<file path="src/hw/agc_pkg.sv">
package agc_pkg;

    // ****************************************************************
    // Register indexes on the plain register port
    // ****************************************************************
    localparam logic [3:0] ADDR_RESULT = 4'h0;
    localparam logic [3:0] ADDR_CONTROL = 4'h1;
    localparam logic [3:0] ADDR_GAIN = 4'h2;
    localparam logic [3:0] ADDR_DAC0 = 4'h3;
    localparam logic [3:0] ADDR_DAC1 = 4'h4;
    localparam logic [3:0] ADDR_STATUS = 4'h5;

    // ****************************************************************
    // Field positions and reset values
    // ****************************************************************
    localparam int CTRL_CH_LSB = 0;
    localparam int CTRL_CH_W = 4;
    localparam int GAIN_BANK_BIT = 7;
    localparam int GAIN_STEP_W = 2;
    localparam int STAT_NEW_BIT = 0;
    localparam int STAT_BIP_BIT = 1;
    localparam int STAT_DIFF_BIT = 2;
    localparam logic [7:0] GAIN_RESET = 8'h00;
    localparam logic [3:0] CHAN_RESET = 4'h0;
    localparam logic [15:0] WORD_RESET = 16'h0000;
    localparam logic [2:0] DIFF_CH_MASK = 3'h7;

    // ****************************************************************
    // Amplifier banks
    // ****************************************************************
    typedef enum logic {
        AGC_BANK_LOW,
        AGC_BANK_HIGH
    } agc_bank_t;

endpackage : agc_pkg

</file>
<file path="src/hw/agc_result_format.sv">
`timescale 1ns/1ns
module agc_result_format
    import agc_pkg::*;
#(
    parameter int ADC_W = 12
) (
    input wire logic clk,
    input wire logic sys_rst,
    input wire logic code_valid,
    input wire logic [ADC_W-1:0] code,
    input wire logic bipolar,
    output logic word_valid,
    output logic [15:0] word
);

    // ****************************************************************
    // State
    // ****************************************************************
    typedef struct packed {
        logic valid;
        logic [15:0] word;
    } agc_fmt_state_t;

    agc_fmt_state_t state;
    agc_fmt_state_t next_state;

    initial begin
        if (ADC_W < 2 || ADC_W > 16) begin
            $error("agc_result_format: ADC_W must lie in 2..16");
        end
    end

    // Bipolar codes are already two's complement, so only the sign bit is
    // copied upward; unipolar codes are straight binary and get zeros.
    always_comb begin
        next_state = state;
        next_state.valid = code_valid;
        if (code_valid) begin
            if (bipolar) begin
                next_state.word = {{(16-ADC_W){code[ADC_W-1]}}, code};
            end else begin
                next_state.word = {{(16-ADC_W){1'b0}}, code};
            end
        end
    end

    always_ff @(posedge clk) begin
        if (sys_rst) begin
            state <= '0;
        end else begin
            state <= next_state;
        end
    end

    assign word_valid = state.valid;
    assign word = state.word;

endmodule : agc_result_format

</file>
<file path="src/hw/agc_converter_ctrl.sv">
// The plain strobed port and the placing of the registers were decided locally.
`timescale 1ns/1ns
// Functional notes
// - Codes 00-03 pick low bank 1,10,100,500
// - Codes 80-83 pick high bank 1,2,4,8
// - Gain follows last written gain byte
// - Results returned as 16-bit signed words
// - Unipolar result zero-extended, 0 to 4095
// - Bipolar result sign-extended, -2048 to 2047
// - Software picks channel; 8 diff, 16 single
// - Each result latched for host reading
// - Two output channels written independently, 12-bit
// - Output write keeps bits 0-11, drops 12-15
// - Unipolar output code is straight binary
// - Bipolar output code is offset binary, 2048 zero
module agc_converter_ctrl
    import agc_pkg::*;
#(
    parameter int ADC_W = 12,
    parameter int DAC_W = 12
) (
    input wire logic clk,
    input wire logic sys_rst,
    input wire logic [3:0] reg_addr,
    input wire logic [15:0] reg_wdata,
    input wire logic reg_wr,
    input wire logic reg_rd,
    output logic [15:0] reg_rdata,
    input wire logic in_bipolar,
    input wire logic in_differential,
    input wire logic adc_done,
    input wire logic [ADC_W-1:0] adc_code,
    output logic [3:0] mux_channel,
    output logic [7:0] gain_code,
    output logic gain_bank_high,
    output logic [1:0] gain_step,
    output logic [DAC_W-1:0] dac0_code,
    output logic dac0_load,
    output logic [DAC_W-1:0] dac1_code,
    output logic dac1_load
);

    // ****************************************************************
    // Parameter checks
    // ****************************************************************
    initial begin
        if (ADC_W < 2 || ADC_W > 16) begin
            $error("agc_converter_ctrl: ADC_W must lie in 2..16");
        end
        if (DAC_W < 1 || DAC_W > 16) begin
            $error("agc_converter_ctrl: DAC_W must lie in 1..16");
        end
    end

    // ****************************************************************
    // State
    // ****************************************************************
    typedef struct packed {
        logic [15:0] rdata;
        logic [3:0] channel;
        logic [3:0] mux;
        logic [7:0] gain;
        logic bank_high;
        logic [1:0] step;
        logic [15:0] result;
        logic fresh;
        logic [DAC_W-1:0] dac0;
        logic load0;
        logic [DAC_W-1:0] dac1;
        logic load1;
    } agc_state_t;

    agc_state_t state;
    agc_state_t next_state;

    logic fmt_valid;
    logic [15:0] fmt_word;

    // ****************************************************************
    // Result formatting
    // ****************************************************************
    agc_result_format #(
        .ADC_W(ADC_W)
    ) u_format (
        .clk(clk),
        .sys_rst(sys_rst),
        .code_valid(adc_done),
        .code(adc_code),
        .bipolar(in_bipolar),
        .word_valid(fmt_valid),
        .word(fmt_word)
    );

    // ****************************************************************
    // Decoding helpers
    // ****************************************************************
    function automatic logic hit(input logic [3:0] a, input logic [3:0] b);
        hit = (a == b);
    endfunction : hit

    // Only the low three channel bits reach the multiplexer in
    // differential mode, since pairs leave just eight inputs.
    function automatic logic [3:0] mux_select(input logic [3:0] ch,
                                              input logic diff);
        if (diff) begin
            mux_select = {1'b0, ch[2:0] & DIFF_CH_MASK};
        end else begin
            mux_select = ch;
        end
    endfunction : mux_select

    // ****************************************************************
    // Next state
    // ****************************************************************
    always_comb begin
        next_state = state;
        next_state.load0 = 1'b0;
        next_state.load1 = 1'b0;
        next_state.rdata = WORD_RESET;

        if (reg_wr) begin
            if (hit(reg_addr, ADDR_CONTROL)) begin
                next_state.channel =
                    reg_wdata[CTRL_CH_LSB +: CTRL_CH_W];
            end
            if (hit(reg_addr, ADDR_GAIN)) begin
                next_state.gain = reg_wdata[7:0];
            end
            // Codes are passed untouched: straight or offset binary is a
            // matter of the analog jumpers, not of this logic.
            if (hit(reg_addr, ADDR_DAC0)) begin
                next_state.dac0 = reg_wdata[DAC_W-1:0];
                next_state.load0 = 1'b1;
            end
            if (hit(reg_addr, ADDR_DAC1)) begin
                next_state.dac1 = reg_wdata[DAC_W-1:0];
                next_state.load1 = 1'b1;
            end
        end

        next_state.mux = mux_select(state.channel, in_differential);

        // Bit 7 chooses the bank, the low bits the step within it.
        next_state.bank_high = state.gain[GAIN_BANK_BIT];
        next_state.step = state.gain[GAIN_STEP_W-1:0];

        // A read of the result clears the fresh flag, but a new word in the
        // same cycle keeps it set so no conversion is silently missed.
        if (reg_rd && hit(reg_addr, ADDR_RESULT)) begin
            next_state.fresh = 1'b0;
        end
        if (fmt_valid) begin
            next_state.result = fmt_word;
            next_state.fresh = 1'b1;
        end

        if (reg_rd) begin
            case (reg_addr)
                ADDR_RESULT: begin
                    next_state.rdata = state.result;
                end
                ADDR_CONTROL: begin
                    next_state.rdata = {12'h000, state.channel};
                end
                ADDR_DAC0: begin
                    next_state.rdata = {{(16-DAC_W){1'b0}}, state.dac0};
                end
                ADDR_DAC1: begin
                    next_state.rdata = {{(16-DAC_W){1'b0}}, state.dac1};
                end
                ADDR_STATUS: begin
                    next_state.rdata[STAT_NEW_BIT] = state.fresh;
                    next_state.rdata[STAT_BIP_BIT] = in_bipolar;
                    next_state.rdata[STAT_DIFF_BIT] = in_differential;
                end
                default: begin
                    next_state.rdata = WORD_RESET;
                end
            endcase
        end
    end

    // ****************************************************************
    // Registers
    // ****************************************************************
    always_ff @(posedge clk) begin
        if (sys_rst) begin
            state <= '0;
            state.gain <= GAIN_RESET;
            state.channel <= CHAN_RESET;
            state.mux <= CHAN_RESET;
        end else begin
            state <= next_state;
        end
    end

    assign reg_rdata = state.rdata;
    assign mux_channel = state.mux;
    assign gain_code = state.gain;
    assign gain_bank_high = state.bank_high;
    assign gain_step = state.step;
    assign dac0_code = state.dac0;
    assign dac0_load = state.load0;
    assign dac1_code = state.dac1;
    assign dac1_load = state.load1;

endmodule : agc_converter_ctrl

</file>
<file path="config.mk">
export PLATFORM = sky130hd
export DESIGN_NAME = agc_converter_ctrl
export DESIGN_NICKNAME = d
export VERILOG_FILES = /design/src/hw/agc_pkg.sv /design/src/hw/agc_result_format.sv /design/src/hw/agc_converter_ctrl.sv
export SDC_FILE = /design/constraint.sdc
export NUM_CORES = 1
export LEC_CHECK = 0
export ABC_AREA = 1
export ABC_CLOCK_PERIOD_IN_PS = 2300
export BUFFER_PORTS_ARGS = -buffer_cell sky130_fd_sc_hd__buf_2
export CAP_MARGIN = 20
export CORE_MARGIN = 3
export CORE_UTILIZATION = 40
export CTS_CLUSTER_SIZE = 8
export DETAILED_ROUTE_END_ITERATION = 10
export HOLD_SLACK_MARGIN = 0.1
export SYNTH_ARGS = -nofsm -noshare
export SYNTH_HDL_FRONTEND = slang
export SYNTH_HIERARCHICAL = 1
export SYNTH_SLANG_ARGS = --single-unit
</file>
<file path="constraint.sdc">
create_clock -name clk -period 2.3 [get_ports clk]
set_input_delay 0.23 -clock clk [delete_from_list [all_inputs] [get_ports clk]]
set_output_delay 0.23 -clock clk [all_outputs]
set_load 0.005 [all_outputs]
</file>
==> impl_metrics.ini <==
[clocking]
cts_buffers = 9
cts_resized = 0
cts.sinks = 92
cts.htree.levels = 3
cts_setup_buffers = 0
cts_tree = yes
cts_buffer_depth = 2
root_buffer = clkbuf_8
clkSlewWorstSetupHoldPaths_ns = 0.08
insertion_delay_ns = 0.35

[yosys]
synth.distinct_cells = 19
syn_inst = 494
syn_nets = 533
ys_seq_area_share_pct = 47.68
syn_area_um2 = 3862
synth_warnings = 6
ys_ff_latch = 92
synth.avg_cell_area_um2 = 7.819

[timing]
fin_crit_ns = 1.305
fmax_ghz = 0.7663
worst_pin_slew_ns = 0.6206
rsz0062_at_grt = false
finalSetupViolCount = 0
hold_viol = 0
finalClockSkew_ns = 0.01218
whs_ns = 0.1126
slew_headroom_pct = 58.63
drv_slew = 0
tns_ns = 0
fin_crit_sh_pct = 56.74

[job]
drv_cap = 0

[setup_path]
crit_family = flip-flops
cp_num_buf_inv = 1
crit_arrival_ns = 1.51
cp_max_fo = 21
critPathSlowestCell = dfxtp_1
worstSetupPathType = reg2reg
cp.required_ns = 2.51
path_cells = inv_1, o21ai_0, a21oi_1
cp_slowest_stage_delay_ns = 0.52
end_kind = register
start_kind = register

[route]
ant_nets = 0
viasPerCell = 4.676
drc = 0
vias = 3086
drt_first_iter_violations = 188
dr.pass1.iters = 4
wl_um = 8581
routedWlPerCell_um = 13.00

[pwr]
p_int_uw = 2170
seqPwrFrac_pct = 58.2
switching_share_pct = 24.35
ir_drop_mv = 0.2720
leakage_uw = 0.001925
powerDensity_nw_per_um2 = 683.0
p_sw_uw = 698.5
clock_power_share_pct = 33.9
p_comb_share_pct = 7.9
total_power_uw = 2869

[global_routing]
antenna_found_initial = 0
first_global_vias = 2943
grt_max_degree = 29
grtUsageTotal_pct = 16.08
grt-ovfl-total = 0
grt_pass1_wl_um = 14340

[die]
dieArea_um2 = 10870
fp.dieH_um = 104.3
core-area_um2 = 9328
rows = 35
die_w_um = 104.3
ios = 96
start_util_pct = 41.41

[min_path]
min_path_type = in2reg

[layout]
layout.nets = 566
area_growth_pct = 8.746
fillCellCount = 974
num_antenna_cells = 0
final_layout_size_suffix_gt1_share_pct = 22.98

[place]
gp_congestion = 0.7692
post-dp-hpwl_um = 5998
port_buffers = 91

[run_status]
status = finished clean
-- through the flow --
| stage | instance area (um^2) | cells | setup slack (ns) | util [%] |
|---|---|---|---|---|
| 3_5_place_dp | 3951 | 637 | 0.7193 | 42.36 |
| 6_report | 4200 | 660 | 0.9951 | 45.03 |
| 3_3_place_gp | 3951 | 637 | 0.7685 | 42.36 |
| 5_1_grt | 4200 | 660 | 0.7940 | 45.03 |
| 2_1_floorplan | 3862 | 494 | 1.242 | - |
| 4_1_cts | 4200 | 660 | 0.9921 | 45.03 |
-- state kept, by name, indices dropped and copies added, names as in the netlist, 2 cells and up --
register	cells
state	21
gain_code	8
mux_channel	4
dac1_code	12
dac0_code	12
reg_rdata	16
gain_step	2
u_format/word	13
-- cell families (layout without fill, tap and decap cells) --
group | after synthesis | after routing | synth area share (%)
buf+inv | 130 | 167 | 19.40
flops | 92 | 92 | 47.68
compound gates | 95 | 95 | 12.31
simple gates | 177 | 177 | 20.60
-- synthesized netlist by cell type --
cell       n  area (um^2)
nand3_1   57        285.3
clkinv_1   1        3.750
buf_6      4        45.04
inv_2      1        3.750
nand2_2    2        12.51
inv_1     45        168.9
o21ai_1   21        105.1
a21oi_1   43        215.2
buf_2     14        70.07
nor2_2     3        18.77
o21ai_0   31        155.2
clkbuf_1   8        30.03
buf_4     57        427.9
nor2_1    64        240.2
nand2_1   40        150.1
dfxtp_1   92         1842
nand3_2    3        30.03
nor2_4     3        33.78
nor3_1     5        25.02
-- power by group through the flow --
stage | logic, uW | registers (uW) | clock network (uW)
final | 227 | 1670 | 972
after global routing | 260 | 1680 | 1060
after CTS | 229 | 1670 | 993
after detailed placement | 217 | 1710 | 0
after global placement | 214 | 1710 | 0
after floorplan | 158 | 1700 | 0
-- repair_timing --
| item | in CTS | in global routing |
|---|---|---|
| setup endpoints to repair | 0 | 0 |
| hold buffers | 8 | 0 |
| hold endpoints to repair | 8 | 0 |
-- tightest hold or removal path: cells and delay by family --
kind | cells | cell delay, ns
AND/OR/NAND/NOR | 2 | 0.11
buffers and inverters | 1 | 0.08
-- layout by cell type, fill, tap and decap left out, drive strengths merged --
| cell | count |
|---|---|
| buf | 97 |
| nor3 | 5 |
| nand2 | 42 |
| a21oi | 43 |
| dlygate4sd3 | 8 |
| o21ai | 52 |
| nand3 | 60 |
| clkinv | 3 |
| clkbuf | 13 |
| nor2 | 70 |
| dfxtp | 92 |
| inv | 46 |
-- path summary, 6_finish.rpt --
| kind | endpoint | startpoint | slack [ns] | cells after the start |
|---|---|---|---|---|
| setup reg to reg | state[40]$_SDFFE_PP0P_ | u_format/word_valid$_SDFF_PP0_ | 1.0 | 3 |
| hold reg to reg | gain_code[2]$_SDFFE_PP0P_ | gain_code[2]$_SDFFE_PP0P_ | 0.44 | 2 |
| setup / recovery | state[40]$_SDFFE_PP0P_ | u_format/word_valid$_SDFF_PP0_ | 1.0 | 3 |
| hold / removal | u_format/word[9]$_SDFFE_PP0P_ | adc_code[9] | 0.11 | 3 |
-- per-layer routing --
layer	GRT usage, %	up-vias	share of wire [%]
met2	25.37	112	44
li1	-	1591	-
met1	21.87	1381	48
met3	3.290	2	7.1
met5	0	-	0
met4	5.603	0	0.44
-- layout make-up --
class	count	area (um^2)	area share [%]
Multi-Input combinational cell	272	1271	30.27
Inverter	47	176.4	4.200
Clock inverter	2	10.01	0.2383
Timing Repair Buffer	105	580.6	13.82
Clock buffer	13	158.9	3.783
Sequential cell	92	1842	43.85
Tap cell	129	161.4	3.843
(Power assumes the default switching activity.)
